## config.mk

```make
export PLATFORM = sky130hd
export DESIGN_NAME = gcn_top
export DESIGN_NICKNAME = d
export VERILOG_FILES = /design/src/hw/gcn_pkg.sv /design/src/hw/gcn_top.sv
export VERILOG_INCLUDE_DIRS = /design/src /design/src/hw
export SDC_FILE = /design/constraint.sdc
export NUM_CORES = 1
export LEC_CHECK = 0
export ABC_CLOCK_PERIOD_IN_PS = 9300
export BUFFER_PORTS_ARGS = -buffer_cell sky130_fd_sc_hd__buf_2
export CORE_MARGIN = 5
export CORE_UTILIZATION = 60
export CTS_CLUSTER_DIAMETER = 80
export DETAILED_ROUTE_END_ITERATION = 8
export PLACE_DENSITY_LB_ADDON = 0.3
export SLEW_MARGIN = 25
export SYNTH_ARGS = -nofsm -noshare
export SYNTH_HDL_FRONTEND = slang
export SYNTH_SLANG_ARGS = --single-unit
```

## constraint.sdc

```tcl
create_clock -name I_SYS_CLK -period 9.3 [get_ports I_SYS_CLK]
set_clock_uncertainty 0.1 [all_clocks]
set_input_delay 0.465 -clock I_SYS_CLK [delete_from_list [all_inputs] [get_ports I_SYS_CLK]]
set_output_delay 0.465 -clock I_SYS_CLK [all_outputs]
set_load 0.005 [all_outputs]
```

## src/hw/gcn_consts.svh

```systemverilog
// Constant offsets, reset values and timing counts for the global clock network
`ifndef GCN_CONSTS_SVH
`define GCN_CONSTS_SVH
// ==========================================================
// Register byte addresses
`define GCN_ADR_CTRL    8'h00
`define GCN_ADR_DIV     8'h04
`define GCN_ADR_ROUTE   8'h08
`define GCN_ADR_PINUSE  8'h0C
`define GCN_ADR_STATUS  8'h10
`define GCN_ADR_SERWORD 8'h14
// ==========================================================
// Reset values
`define GCN_RST_CTRL    5'h00
`define GCN_RST_DIV     10'h001
`define GCN_RST_ROUTE   19'h0_0000
`define GCN_RST_PINUSE  8'h00
// ==========================================================
// Timing: lock acquire time and system clock rate
`define GCN_LOCK_ACQ_US 50
`define GCN_SYS_MHZ     10
`define GCN_LOCK_CYC    (`GCN_LOCK_ACQ_US * `GCN_SYS_MHZ)
// Allowed reference period wobble, in system cycles
`define GCN_LOCK_TOL    2
// Largest output divider exponent (divide by 64)
`define GCN_ODIV_MAX    3'h6
// Serial word length and position of the last bit
`define GCN_SER_LEN     16
`define GCN_SER_LAST    4'hF
`endif

```

## src/hw/gcn_pkg.sv

```systemverilog
// Types shared by the global clock network design
package gcn_pkg;
  // ==========================================================
  // PLL lock tracking states
  typedef enum logic [1:0] {
    PLL_HOLD,
    PLL_ACQUIRE,
    PLL_LOCKED
  } gcn_pll_state_t;
  // ==========================================================
  // Control register: sources and modes
  typedef struct packed {
    logic       glob_synth; // Synth clock onto buffers 4 and 5
    logic       delay_dyn;  // Fine delay follows its input
    logic       fb_ext;     // External feedback selected
    logic [1:0] ref_sel;    // 0 pin, 1 low osc, 2 high osc, 3 fabric
  } gcn_ctrl_t;
  // Divider register
  typedef struct packed {
    logic [2:0] out_log2;   // Output divider exponent
    logic [6:0] fb_div;     // Feedback divider, the multiplier
  } gcn_div_t;
  // Logic block routing register
  typedef struct packed {
    logic [2:0] logic3;
    logic [2:0] logic2;
    logic [2:0] logic1;
    logic [2:0] logic0;
    logic [1:0] ce_sel;     // Odd buffer 2*n+1
    logic [1:0] sr_sel;     // Even buffer 2*n
    logic [2:0] clk_sel;    // Any buffer
  } gcn_route_t;
endpackage

```

## src/hw/gcn_top.sv

```systemverilog
// Global clock network, configuration controls and synthesizing PLL
//
// Functional notes
// - Eight global buffers, each pin except 4 and 5 drives one
// - Any buffer can clock a logic block
// - Four buffers reach logic block inputs
// - Even buffers reset, odd buffers enable
// - Buffers 4/5 take low/high oscillators
// - Unused global pins stay plain inputs, except pins 4 and 5, which read zero
// - Hi-z held throughout configuration
// - Global reset held throughout configuration
// - Reference from pin, oscillators or fabric
// - External feedback only when selected
// - Feedback divider multiplies reference frequency
// - Output divider powers of two, 1..64
// - Lock rises aligned, falls on loss
// - Bypass passes reference straight through
// - Dynamic phase shift drops lock, relock
// - Fine delay used only in dynamic mode
// - Freeze holds output at last level
// - Fabric output matches global output frequency
// - Synth clock may feed buffers 4, 5
// - Serial port reprograms PLL dividers
//
// Implementation choices: register access over Wishbone and the register offsets.
`timescale 1ns/1ps
`include "gcn_consts.svh"
module gcn_top #(
  parameter int N_IO     = 8,
  parameter int PER_W    = 16,
  parameter int LF_HALF  = 500,
  parameter int HF_HALF  = 1,
  parameter int LOCK_CYC = `GCN_LOCK_CYC
) (
  // Clock and reset
  input  wire logic              I_SYS_CLK,
  input  wire logic              I_RST,
  // Wishbone slave
  input  wire logic              I_WB_CYC,
  input  wire logic              I_WB_STB,
  input  wire logic              I_WB_WE,
  input  wire logic [7:0]        I_WB_ADR,
  input  wire logic [3:0]        I_WB_SEL,
  input  wire logic [31:0]       I_WB_DAT,
  output logic      [31:0]       O_WB_DAT,
  output logic                   O_WB_ACK,
  // Configuration controls
  input  wire logic              I_CFG_ACTIVE,
  output logic                   O_GLOBAL_HIZ_CTL,
  output logic                   O_GLOBAL_RESET,
  // Global pins and buffers
  input  wire logic [7:0]        I_GLOBAL_PIN,
  output logic      [7:0]        O_GPIO_IN,
  output logic      [7:0]        O_GLOBAL_BUFFER,
  // User I/O pads
  input  wire logic [N_IO-1:0]   I_IO_OUT,
  input  wire logic [N_IO-1:0]   I_IO_DRIVE,
  output logic      [N_IO-1:0]   O_IO_OUT,
  output logic      [N_IO-1:0]   O_IO_OE_N,
  // Logic block taps
  output logic                   O_LB_CLK,
  output logic      [3:0]        O_LB_LOGIC,
  output logic                   O_LB_SR,
  output logic                   O_LB_CE,
  // PLL
  input  wire logic              I_REF_CLOCK_IN,
  input  wire logic              I_REF_FABRIC,
  input  wire logic              I_EXT_FEEDBACK_IN,
  input  wire logic              I_PLL_RESET_N,
  input  wire logic              I_BYPASS,
  input  wire logic [7:0]        I_FINE_DELAY_CTL,
  input  wire logic              I_LOWPOWER_FREEZE,
  input  wire logic              I_GATE_ENABLE_A,
  input  wire logic              I_CFG_SERIAL_CLK,
  input  wire logic              I_CFG_SERIAL_DIN,
  output logic                   O_SYNTH_CLOCK_GLOBAL,
  output logic                   O_SYNTH_CLOCK_FABRIC,
  output logic                   O_LOCK
);
  // ==========================================================
  // Declarations
  gcn_pkg::gcn_ctrl_t  ctrl_reg, ctrl_next;     // Sources, modes
  gcn_pkg::gcn_div_t   div_reg, div_next;       // Dividers
  gcn_pkg::gcn_route_t route_reg, route_next;   // Block taps
  logic [7:0]  pinuse_reg, pinuse_next;         // Pin drives a buffer
  logic [15:0] ser_reg, ser_next;               // Serial shifter
  logic [3:0]  sercnt_reg, sercnt_next;         // Bits received
  logic        sclk_reg, sclk_next;             // Last serial clock
  logic        ack_next;
  logic [31:0] rdat_next;
  logic        wr_en;
  logic [7:0]  adr_w;                           // Word-aligned address
  // Oscillators
  logic [15:0] lf_cnt_reg, lf_cnt_next;
  logic [15:0] hf_cnt_reg, hf_cnt_next;
  logic        lf_reg, lf_next, hf_reg, hf_next;
  // PLL
  gcn_pkg::gcn_pll_state_t st_reg, st_next;
  logic [PER_W-1:0] per_cnt_reg, per_cnt_next;  // Running period
  logic [PER_W-1:0] per_reg, per_next;          // Last ref period
  logic [PER_W:0]   acc_reg, acc_next;          // Phase accumulator
  logic [6:0]  odc_reg, odc_next;               // Output divider count
  logic [15:0] lk_reg, lk_next;                 // Lock timer
  logic [7:0]  dly_reg;                         // Last fine delay
  logic ref_d_reg, fb_d_reg, fbs_reg, fbs_next;
  logic vco_reg, vco_next, out_reg, out_next;
  logic lock_next, syn_next;
  logic ref_lvl, ref_rise, fb_lvl, fb_rise, good, lost, dly_chg;
  logic frozen;
  logic [PER_W:0] half, dfp;
  logic [6:0]  fbd, ndiv;
  logic [2:0]  olog;
  // Distribution
  logic [7:0]  global_buffer_next;
  logic [7:0]  gpio_next;

  // ==========================================================
  // Byte-lane merge for partial writes
  function automatic logic [31:0] gcn_merge(input logic [31:0] o,
      input logic [31:0] d, input logic [3:0] s);
    logic [31:0] r;
    r = o;
    for (int b = 0; b < 4; b++) begin
      if (s[b]) begin
        r[b*8 +: 8] = d[b*8 +: 8];
      end
    end
    return r;
  endfunction

  // ==========================================================
  // Register file and serial port, next values
  always_comb begin
    adr_w       = {I_WB_ADR[7:2], 2'b00};
    wr_en       = I_WB_CYC & I_WB_STB & I_WB_WE & ~O_WB_ACK;
    ack_next    = I_WB_CYC & I_WB_STB & ~O_WB_ACK;
    ctrl_next   = ctrl_reg;
    div_next    = div_reg;
    route_next  = route_reg;
    pinuse_next = pinuse_reg;
    ser_next    = ser_reg;
    sercnt_next = sercnt_reg;
    sclk_next   = I_CFG_SERIAL_CLK;
    rdat_next   = 32'h0000_0000;       // Unmapped reads give zero
    unique case (adr_w)
      `GCN_ADR_CTRL:    rdat_next = 32'(ctrl_reg);
      `GCN_ADR_DIV:     rdat_next = 32'(div_reg);
      `GCN_ADR_ROUTE:   rdat_next = 32'(route_reg);
      `GCN_ADR_PINUSE:  rdat_next = 32'(pinuse_reg);
      `GCN_ADR_STATUS:  rdat_next = 32'({st_reg, O_LOCK});
      `GCN_ADR_SERWORD: rdat_next = 32'(ser_reg);
      default:          rdat_next = 32'h0000_0000;
    endcase
    if (!ack_next) begin
      rdat_next = 32'h0000_0000;
    end
    // Writes take effect at the acknowledging edge
    if (wr_en) begin
      unique case (adr_w)
        `GCN_ADR_CTRL:   ctrl_next   = 5'(gcn_merge(32'(ctrl_reg), I_WB_DAT, I_WB_SEL));
        `GCN_ADR_DIV:    div_next    = 10'(gcn_merge(32'(div_reg), I_WB_DAT, I_WB_SEL));
        `GCN_ADR_ROUTE:  route_next  = 19'(gcn_merge(32'(route_reg), I_WB_DAT, I_WB_SEL));
        `GCN_ADR_PINUSE: pinuse_next = 8'(gcn_merge(32'(pinuse_reg), I_WB_DAT, I_WB_SEL));
        default:         ;             // Read-only or unmapped
      endcase
    end
    // One bit per serial clock rise, MSB first
    if (I_CFG_SERIAL_CLK & ~sclk_reg) begin
      ser_next    = {ser_reg[14:0], I_CFG_SERIAL_DIN};
      sercnt_next = sercnt_reg + 4'h1;
      // A full word reloads the dividers; it wins over a bus write
      if (sercnt_reg == `GCN_SER_LAST) begin
        div_next = ser_next[$bits(gcn_pkg::gcn_div_t)-1:0];
      end
    end
    // Configuration wipes the settings back to wake-up values
    if (I_CFG_ACTIVE) begin
      ctrl_next   = `GCN_RST_CTRL;
      div_next    = `GCN_RST_DIV;
      route_next  = `GCN_RST_ROUTE;
      pinuse_next = `GCN_RST_PINUSE;
      sercnt_next = 4'h0;
    end
  end

  // Register file and serial port, storage
  always_ff @(posedge I_SYS_CLK or posedge I_RST) begin
    if (I_RST) begin
      ctrl_reg   <= `GCN_RST_CTRL;
      div_reg    <= `GCN_RST_DIV;
      route_reg  <= `GCN_RST_ROUTE;
      pinuse_reg <= `GCN_RST_PINUSE;
      ser_reg    <= 16'h0000;
      sercnt_reg <= 4'h0;
      sclk_reg   <= 1'b0;
      O_WB_ACK   <= 1'b0;
      O_WB_DAT   <= 32'h0000_0000;
    end else begin
      ctrl_reg   <= ctrl_next;
      div_reg    <= div_next;
      route_reg  <= route_next;
      pinuse_reg <= pinuse_next;
      ser_reg    <= ser_next;
      sercnt_reg <= sercnt_next;
      sclk_reg   <= sclk_next;
      O_WB_ACK   <= ack_next;
      O_WB_DAT   <= rdat_next;
    end
  end

  // ==========================================================
  // On-chip oscillators as divided square waves
  always_comb begin
    lf_cnt_next = lf_cnt_reg + 16'h0001;
    hf_cnt_next = hf_cnt_reg + 16'h0001;
    lf_next     = lf_reg;
    hf_next     = hf_reg;
    if (lf_cnt_reg == 16'(LF_HALF - 1)) begin
      lf_cnt_next = 16'h0000;
      lf_next     = ~lf_reg;
    end
    if (hf_cnt_reg == 16'(HF_HALF - 1)) begin
      hf_cnt_next = 16'h0000;
      hf_next     = ~hf_reg;
    end
  end

  // Oscillator storage
  always_ff @(posedge I_SYS_CLK or posedge I_RST) begin
    if (I_RST) begin
      lf_cnt_reg <= 16'h0000;
      hf_cnt_reg <= 16'h0000;
      lf_reg     <= 1'b0;
      hf_reg     <= 1'b0;
    end else begin
      lf_cnt_reg <= lf_cnt_next;
      hf_cnt_reg <= hf_cnt_next;
      lf_reg     <= lf_next;
      hf_reg     <= hf_next;
    end
  end

  // ==========================================================
  // PLL model. The reference is sampled by the system clock, so
  // the synthesized rate can never exceed half the system rate.
  always_comb begin
    unique case (ctrl_reg.ref_sel)
      2'd0: ref_lvl = I_REF_CLOCK_IN;
      2'd1: ref_lvl = lf_reg;
      2'd2: ref_lvl = hf_reg;
      2'd3: ref_lvl = I_REF_FABRIC;
    endcase
    ref_rise = ref_lvl & ~ref_d_reg;
    // Internal feedback is the oscillator itself
    fb_lvl   = ctrl_reg.fb_ext ? I_EXT_FEEDBACK_IN : vco_reg;
    fb_rise  = fb_lvl & ~fb_d_reg;
    good     = fbs_reg | fb_rise;
    frozen   = I_LOWPOWER_FREEZE & I_GATE_ENABLE_A;
    dly_chg  = ctrl_reg.delay_dyn & (I_FINE_DELAY_CTL != dly_reg);
    fbd      = (div_reg.fb_div == 7'h00) ? 7'h01 : div_reg.fb_div;
    olog     = (div_reg.out_log2 > `GCN_ODIV_MAX) ? `GCN_ODIV_MAX
                                                  : div_reg.out_log2;
    ndiv     = 7'h01 << olog;
    half     = {1'b0, per_reg} >> 1;
    if (half == '0) begin
      half = (PER_W+1)'(1);
    end
    // Period measurement, saturating when the reference stops
    per_cnt_next = (&per_cnt_reg) ? per_cnt_reg : per_cnt_reg + 1'b1;
    per_next     = per_reg;
    lost         = &per_cnt_reg;
    dfp          = '0;
    if (ref_rise) begin
      per_cnt_next = (PER_W)'(1);
      per_next     = per_cnt_reg;
      dfp = (per_cnt_reg > per_reg) ? {1'b0, per_cnt_reg - per_reg}
                                    : {1'b0, per_reg - per_cnt_reg};
      good = good & (dfp <= (PER_W+1)'(`GCN_LOCK_TOL));
    end
    // Feedback-seen flag: a new edge beats the clear
    fbs_next = fb_rise | (fbs_reg & ~ref_rise);
    // Accumulator: reference half period times fb_div toggles
    acc_next = acc_reg + (PER_W+1)'(fbd);
    vco_next = vco_reg;
    odc_next = odc_reg;
    out_next = out_reg;
    if (acc_next >= half) begin
      acc_next = acc_next - half;
      vco_next = ~vco_reg;
      if (odc_reg >= ndiv - 7'h01) begin
        odc_next = 7'h00;
        out_next = ~out_reg;
      end else begin
        odc_next = odc_reg + 7'h01;
      end
    end
    // Dynamic shift jumps the phase by the new delay
    if (dly_chg) begin
      acc_next = acc_next + (PER_W+1)'(I_FINE_DELAY_CTL);
    end
    // Freeze keeps accumulator, dividers and output at rest; lock tracking runs on
    if (frozen) begin
      acc_next = acc_reg;
      vco_next = vco_reg;
      odc_next = odc_reg;
      out_next = out_reg;
    end
    // Lock tracking
    st_next = st_reg;
    lk_next = lk_reg;
    unique case (st_reg)
      gcn_pkg::PLL_HOLD: begin
        lk_next = 16'h0000;
        st_next = gcn_pkg::PLL_ACQUIRE;
      end
      gcn_pkg::PLL_ACQUIRE: begin
        lk_next = lk_reg + 16'h0001;
        if ((ref_rise & ~good) | lost | dly_chg) begin
          lk_next = 16'h0000;
        end else if (lk_reg >= 16'(LOCK_CYC - 1)) begin
          st_next = gcn_pkg::PLL_LOCKED;
        end
      end
      gcn_pkg::PLL_LOCKED: begin
        if ((ref_rise & ~good) | lost | dly_chg) begin
          st_next = gcn_pkg::PLL_ACQUIRE;
          lk_next = 16'h0000;
        end
      end
      default: st_next = gcn_pkg::PLL_HOLD;  // Unused code recovers through hold
    endcase
    // PLL reset stops synthesis and forgets lock
    if (!I_PLL_RESET_N) begin
      st_next  = gcn_pkg::PLL_HOLD;
      acc_next = '0;
      vco_next = 1'b0;
      odc_next = 7'h00;
      out_next = 1'b0;
    end
    lock_next = (st_next == gcn_pkg::PLL_LOCKED);
    // Bypass chooses the reference; freeze holds the pin level
    syn_next = I_BYPASS ? ref_lvl : out_next;
    if (frozen) begin
      syn_next = O_SYNTH_CLOCK_GLOBAL;
    end
  end

  // PLL storage
  always_ff @(posedge I_SYS_CLK or posedge I_RST) begin
    if (I_RST) begin
      st_reg      <= gcn_pkg::PLL_HOLD;
      per_cnt_reg <= '0;
      per_reg     <= '0;
      acc_reg     <= '0;
      odc_reg     <= 7'h00;
      lk_reg      <= 16'h0000;
      dly_reg     <= 8'h00;
      ref_d_reg   <= 1'b0;
      fb_d_reg    <= 1'b0;
      fbs_reg     <= 1'b0;
      vco_reg     <= 1'b0;
      out_reg     <= 1'b0;
      O_LOCK      <= 1'b0;
      O_SYNTH_CLOCK_GLOBAL <= 1'b0;
      O_SYNTH_CLOCK_FABRIC <= 1'b0;
    end else begin
      st_reg      <= st_next;
      per_cnt_reg <= per_cnt_next;
      per_reg     <= per_next;
      acc_reg     <= acc_next;
      odc_reg     <= odc_next;
      lk_reg      <= lk_next;
      dly_reg     <= I_FINE_DELAY_CTL;
      ref_d_reg   <= ref_lvl;
      fb_d_reg    <= fb_lvl;
      fbs_reg     <= fbs_next;
      vco_reg     <= vco_next;
      out_reg     <= out_next;
      O_LOCK      <= lock_next;
      O_SYNTH_CLOCK_GLOBAL <= syn_next;
      O_SYNTH_CLOCK_FABRIC <= syn_next;
    end
  end

  // ==========================================================
  // Global buffers and pins, next values
  always_comb begin
    for (int i = 0; i < 8; i++) begin
      global_buffer_next[i] = pinuse_reg[i] & I_GLOBAL_PIN[i];
      gpio_next[i] = ~pinuse_reg[i] & I_GLOBAL_PIN[i];
    end
    global_buffer_next[4] = ctrl_reg.glob_synth ? O_SYNTH_CLOCK_GLOBAL : lf_reg;
    global_buffer_next[5] = ctrl_reg.glob_synth ? O_SYNTH_CLOCK_GLOBAL : hf_reg;
    gpio_next[4] = 1'b0;            // No pin behind buffers 4, 5
    gpio_next[5] = 1'b0;
  end

  // Distribution storage; taps read the registered buffers
  always_ff @(posedge I_SYS_CLK or posedge I_RST) begin
    if (I_RST) begin
      O_GLOBAL_BUFFER  <= 8'h00;
      O_GPIO_IN        <= 8'h00;
      O_LB_CLK         <= 1'b0;
      O_LB_LOGIC       <= 4'h0;
      O_LB_SR          <= 1'b1;
      O_LB_CE          <= 1'b0;
      O_GLOBAL_HIZ_CTL <= 1'b1;
      O_GLOBAL_RESET   <= 1'b1;
      O_IO_OUT         <= '0;
      O_IO_OE_N        <= '1;
    end else begin
      O_GLOBAL_BUFFER  <= global_buffer_next;
      O_GPIO_IN        <= gpio_next;
      O_LB_CLK         <= O_GLOBAL_BUFFER[route_reg.clk_sel];
      O_LB_LOGIC       <= {O_GLOBAL_BUFFER[route_reg.logic3],
                           O_GLOBAL_BUFFER[route_reg.logic2],
                           O_GLOBAL_BUFFER[route_reg.logic1],
                           O_GLOBAL_BUFFER[route_reg.logic0]};
      O_LB_SR          <= O_GLOBAL_BUFFER[{route_reg.sr_sel, 1'b0}] | I_CFG_ACTIVE;
      O_LB_CE          <= O_GLOBAL_BUFFER[{route_reg.ce_sel, 1'b1}];
      O_GLOBAL_HIZ_CTL <= I_CFG_ACTIVE;
      O_GLOBAL_RESET   <= I_CFG_ACTIVE;
      O_IO_OUT         <= I_IO_OUT;
      O_IO_OE_N        <= ~I_IO_DRIVE | {N_IO{I_CFG_ACTIVE}};
    end
  end
endmodule

```

# Yosys cells after proc, flatten, opt, wreduce, memory -nomap -nowiden
# Cells that the tools add are included.
[word_totals]
reg_bits = 257
latchBits = 0
ramBits = 0
mem_bits_ro = 0
inputBits = 91
output_inout_bits = 77
wordCells = 236
n_memories = 0
[classes]
addsub = 12
mul = 0
div = 0
n_lt_le_gt_ge = 13
n_eq_ne = 18
shifts = 1
n_mux = 75
bitwise = 47
reduce_logical = 23
[ops]
columns = ["cell", "count"]
rows = [
  ["$pmux W19 S6", 1],
  ["$mux W16", 7],
  ["$mux W17", 4],
  ["$add A16 B1 Y16 const B", 4],
  ["$mux W19", 3],
  ["$mux W10", 5],
  ["$mux W8", 6],
  ["$pmux W16 S3", 1],
  ["$mux W7", 5],
  ["$mux W32", 1],
  ["$sub A16 B16 Y16", 2],
  ["$lt A3 B4 Y1 const B", 7],
  ["$and A1 B1 Y1", 24],
  ["$mux W5", 4],
  ["$mux W1", 19],
  ["$add A17 B7 Y17", 1],
  ["$add A17 B8 Y17", 1],
  ["$ge A17 B17 Y1", 1],
  ["$logic_not A17 Y1", 1],
  ["$sub A17 B17 Y17", 1],
  ["$eq A16 B9 Y1 const B", 1],
  ["$ge A16 B9 Y1 const B", 1],
  ["$gt A16 B16 Y1", 1],
  ["$le A16 B2 Y1 const B", 1],
  ["36 further kinds", 87],
]

# Logic depth before layout (Yosys ltp)
[depth]
ltp_word = 13
ltp_mapped = 33

# Worst setup path before layout
# No wires, ideal clock.
[synth_timing]
path_type = "reg-to-reg"
from = "reg div_reg[1] in the netlist's numbering"
to = "reg acc_reg[10]"
arrival_ns = 6.146
setup_slack_ns = 2.931
path_stages_with_launch = 33
period_less_slack_ns = 6.369
path_cell_list = "dfrtp_1 -> nor2_1 -> a21o_1 -> ha_1 -> fa_1 -> a21o_1 -> a21oi_1 -> o21a_1 -> or3_1 -> and2_1 -> inv_1 -> ha_1 -> nand4_1 -> nor3_1 -> a21boi_0 -> or4b_4 -> nand2_4 -> nand2_2 -> buf_2 -> a21oi_1 -> ha_1 -> inv_1 -> fa_1 -> nor2b_1 -> o21ai_0 -> a21boi_0 -> o21ai_0 -> a2111oi_2 -> nand4_1 -> xnor2_1 -> xnor2_1 -> mux2i_1 -> o21ai_1"
[synth_between]
elab_chain_cells = 9
word_cells_on_any_way = 10
[synth_lines]
columns = ["element", "line", "rtl"]
rows = [
  ["from (decl)", "gcn_top.sv:83", "gcn_pkg::gcn_div_t div_reg, div_next;"],
  ["from (signal assigned)", "gcn_top.sv:190", "div_reg <= `GCN_RST_DIV;"],
  ["from (signal assigned)", "gcn_top.sv:200", "div_reg <= div_next;"],
  ["$logic_not A7 Y1", "gcn_top.sv:260", "fbd = (div_reg.fb_div == 7'h00) ? 7'h01 : div_reg.fb_div;"],
  ["$mux W7 (*)", "gcn_top.sv:260", ""],
  ["$add A17 B7 Y17 (*)", "gcn_top.sv:283", "acc_next = acc_reg + (PER_W+1)'(fbd);"],
  ["$sub A17 B17 Y17 or $ge A17 B17 Y1 (tied branches)", "gcn_top.sv:288, gcn_top.sv:287", ""],
  ["$mux W17 (*)", "gcn_top.sv:287", "if (acc_next >= half) begin"],
  ["$add A17 B8 Y17", "gcn_top.sv:299", "acc_next = acc_next + (PER_W+1)'(I_FINE_DELAY_CTL);"],
  ["$mux W17 (*)", "gcn_top.sv:298", "if (dly_chg) begin"],
  ["$mux W17 (*)", "gcn_top.sv:302", "if (frozen) begin"],
  ["$mux W17 (*)", "gcn_top.sv:333", "if (!I_PLL_RESET_N) begin"],
  ["to (signal assigned)", "gcn_top.sv:370", "acc_reg <= acc_next;"],
  ["to (decl)", "gcn_top.sv:101", "logic [PER_W:0] acc_reg, acc_next;"],
]
# Mark *: on every way between the ends. The rest lies on a longest branch, timed or not. The select of a mux whose other input is x is not followed.
# A chain may end at the register's enable or synchronous reset.

# Final worst setup path
[layout_timing]
from = "reg div_reg[6] in the netlist's numbering"
to = "reg acc_reg[10]"
# The elaborated chain is that of the path after synthesis.

==> flow_summary.toml <==
[cells_and_area]
layout.cells.most_common = "dfrtp_1"
post-route-util = 0.693
layout_common_cells = "233 x dfrtp_1, 140 x nor2_1, 136 x nand2_1, 133 x buf_2, 91 x inv_1"
nets = 1875
insertedDiodeCount = 0
drive_above_1_share = 0.164
syn2layout_area_growth_pct = 12.9
fillers = 1885

[sta]
setup_viol = 0
fmax_mhz = 134
tightest_slew_ns = 0.943
slew_headroom = 0.370
slew_viol_final = 0
min_period_ns = 7.48
setup_tns_ns = 0
hold_viol_final = 0
fin_crit_sh = 0.804
rsz0062_at_grt = "false"

[drt]
drcViolationCount = 0
wire_per_inst_um = 18.8
drt_pass1_iterations = 5
detail_route.iter0.violations = 1268
vias_per_cell = 6.06
vias = 12400
wl_mm = 38.5
antenna_left = 0

[setup_path]
crit_required_ns = 9.63
critPathArrivalTime_ns = 7.80
crit_top_cell = "ha_1"
cp-end-kind = "flip-flop"
startpoint_type = "flip-flop"
path_delay_family = "compound AO/OA/AOI/OAI gates"
worstReg2RegStart = "div_reg[6]$_DFF_PP0_"
critical_path_buf_inv_count = 2
reg2reg_to = "acc_reg[10]$_DFFE_PP0P_"
setup.worst_path.class = "flip-flop to flip-flop"
cpPeakStageDelay_ns = 0.69
crit_path_max_fanout = 18
slowest_stage = "a2111oi_2"
reg2reg_depth = 32
r2r_slack_ns = 1.82

[placed_design]
dpl.hpwl_mm = 27.7
routabilityCongestion = 0.989
portBuffers = 134

[global_routing]
grt_max_degree = 108
grt_pass1_wl_mm = 62.5
grt_usage = 0.265
antenna_found_initial = 0
overflow = 0
grt_pass1_vias = 12300

[pwr]
p_sw_frac = 0.383
clock_power_share = 0.257
comb_power_share = 0.449
p_per_area_mw_per_mm2 = 251
leakage_nw = 7.87
ir_worst_vdd_uv = 213
internal_power_mw = 2.63
power.net_switching_mw = 1.63
seqPwrFrac = 0.295

[worst_hold_path]
whs_endpoint = "dly_reg[3]$_DFF_PP0_"
hp-class = "primary input to flip-flop"
hold_depth = 1
hp-start = "I_FINE_DELAY_CTL[3]"

[die]
start_util = 0.614
dieArea_sq_mm = 0.0283
num_rows = 57
ios = 168
core_sq_mm = 0.0245
dieHeight_um = 168
die_x_um = 168

[synth]
synth_cells = 1577
ys_ff_latch = 244
synth-edff-count = 0
yosysTopAreaCell = "dfrtp_1"
synth.area.top_cells = "dfrtp_1 39%, ha_1 6.5%, xnor2_1 3.7%"
yosysTopAreaCellShare = 0.388
ys_dominant_reg_cell = "dfrtp_1"
ys_warn_count = 0
synth-async-reset-ratio = 1.00
yosysSeqAreaShare = 0.408
synth_cell_types = 92
syn_area_sq_mm = 0.0150
syn_avg_cell_area_sq_um = 9.52

[clock_network]
cts-root-buf = "clkbuf_16"
clock_latency_ns = 0.54
clk_path_buf_depth = 3
cts-buffers-inserted = 27
clkTransAtPathRegs_ns = 0.07
postCtsSetupRepairBufs = 0
cts_num_sinks = 244
htree_levels = 1
tritoncts = "built"

[run_status]
status = "finished clean"

[flow_run]
drv_cap = 0
## cell usage after synthesis, drive strengths merged, types with 11 or more instances
| cell type | count |
|---|---|
| xnor2 | 63 |
| o21ai | 62 |
| nor2 | 140 |
| xor2 | 43 |
| o211ai | 16 |
| mux4 | 13 |
| mux2 | 30 |
| inv | 92 |
| clkbuf | 46 |
| nor3 | 27 |
| a21oi | 73 |
| ha | 78 |
| and3 | 29 |
| a21o | 34 |
| mux2i | 34 |
| nor4 | 16 |
| a211oi | 25 |
| a22o | 14 |
| nand2b | 29 |
| a31oi | 15 |
| nand2 | 140 |
| nand4 | 24 |
| nand3 | 59 |
| dfstp | 11 |
| and2 | 16 |
| dfrtp | 233 |
| o21a | 15 |
| buf | 35 |
| nor2b | 23 |
## what timing repair did
action                                 CTS  global route
resized for setup                        0             0
endpoints found under the hold margin  115             0
hold buffers                            20             0
## cell type report
cell class	instances	area, sq um	area share
clock inverters	17	203	0.0120
well taps	324	405	0.0239
multi-input cells	1171	8210	0.484
clock buffers	33	718	0.0424
flip-flops and latches	244	6120	0.361
inverters	94	360	0.0213
repair buffers	163	941	0.0555
## layer usage
layer | global-route usage | share of wire | up-vias
li1 | - | - | 5838
met1 | 0.357 | 0.42 | 6010
met2 | 0.446 | 0.48 | 463
met3 | 0.0389 | 0.063 | 81
met4 | 0.0812 | 0.028 | 0
met5 | 0 | 0 | -
## worst max path at each step
stage	from	endpoint	slack [ns]	cells after the start
after CTS	div_reg[6]$_DFF_PP0_	acc_reg[10]$_DFFE_PP0P_	1.86	32
after floorplan	I_RST	O_GLOBAL_BUFFER[0]$_DFF_PP0_	2.05	1
after global routing	div_reg[5]$_DFF_PP0_	acc_reg[10]$_DFFE_PP0P_	1.20	32
final	div_reg[6]$_DFF_PP0_	acc_reg[10]$_DFFE_PP0P_	1.82	32
after global placement	div_reg[6]$_DFF_PP0_	acc_reg[10]$_DFFE_PP0P_	2.07	32
after detailed placement	div_reg[6]$_DFF_PP0_	acc_reg[10]$_DFFE_PP0P_	1.92	32
## cells by family after synthesis
group	after synthesis	share of synthesized area
flip-flops	244	0.408
XOR/XNOR	106	0.0623
other	2	0.000500
adder cells (fa/ha/maj)	83	0.0717
AO/OA/AOI/OAI	335	0.158
buffers and inverters	176	0.0509
AND/OR/NAND/NOR	554	0.185
multiplexers	77	0.0647
## power by group through the flow
stage               Sequential (mW)  Clock (mW)  Combinational, mW
detailed placement             1.27           0               1.86
global placement               1.26           0               1.82
CTS                            1.25        1.11               1.89
finish                         1.26        1.09               1.91
global route                   1.27        1.16               2.13
floorplan                      1.24           0               1.53
## through the flow
step / worst slack (ns) / std cells / power, mW / hold slack (ns) / cell area, sq um
after global placement: 2.07 / 1976 / 3.08 / 0.359 / 15800
after CTS: 1.86 / 2046 / 4.25 / 0.00426 / 16900
final: 1.82 / 2046 / 4.26 / 0.0262 / 17000
after detailed placement: 1.92 / 1976 / 3.13 / 0.365 / 15800
after floorplan: 2.05 / 1591 / 2.77 / 0.332 / 15100
after global routing: 1.20 / 2046 / 4.55 / 0.00621 / 17000
Power figures use the tool's default switching activity.
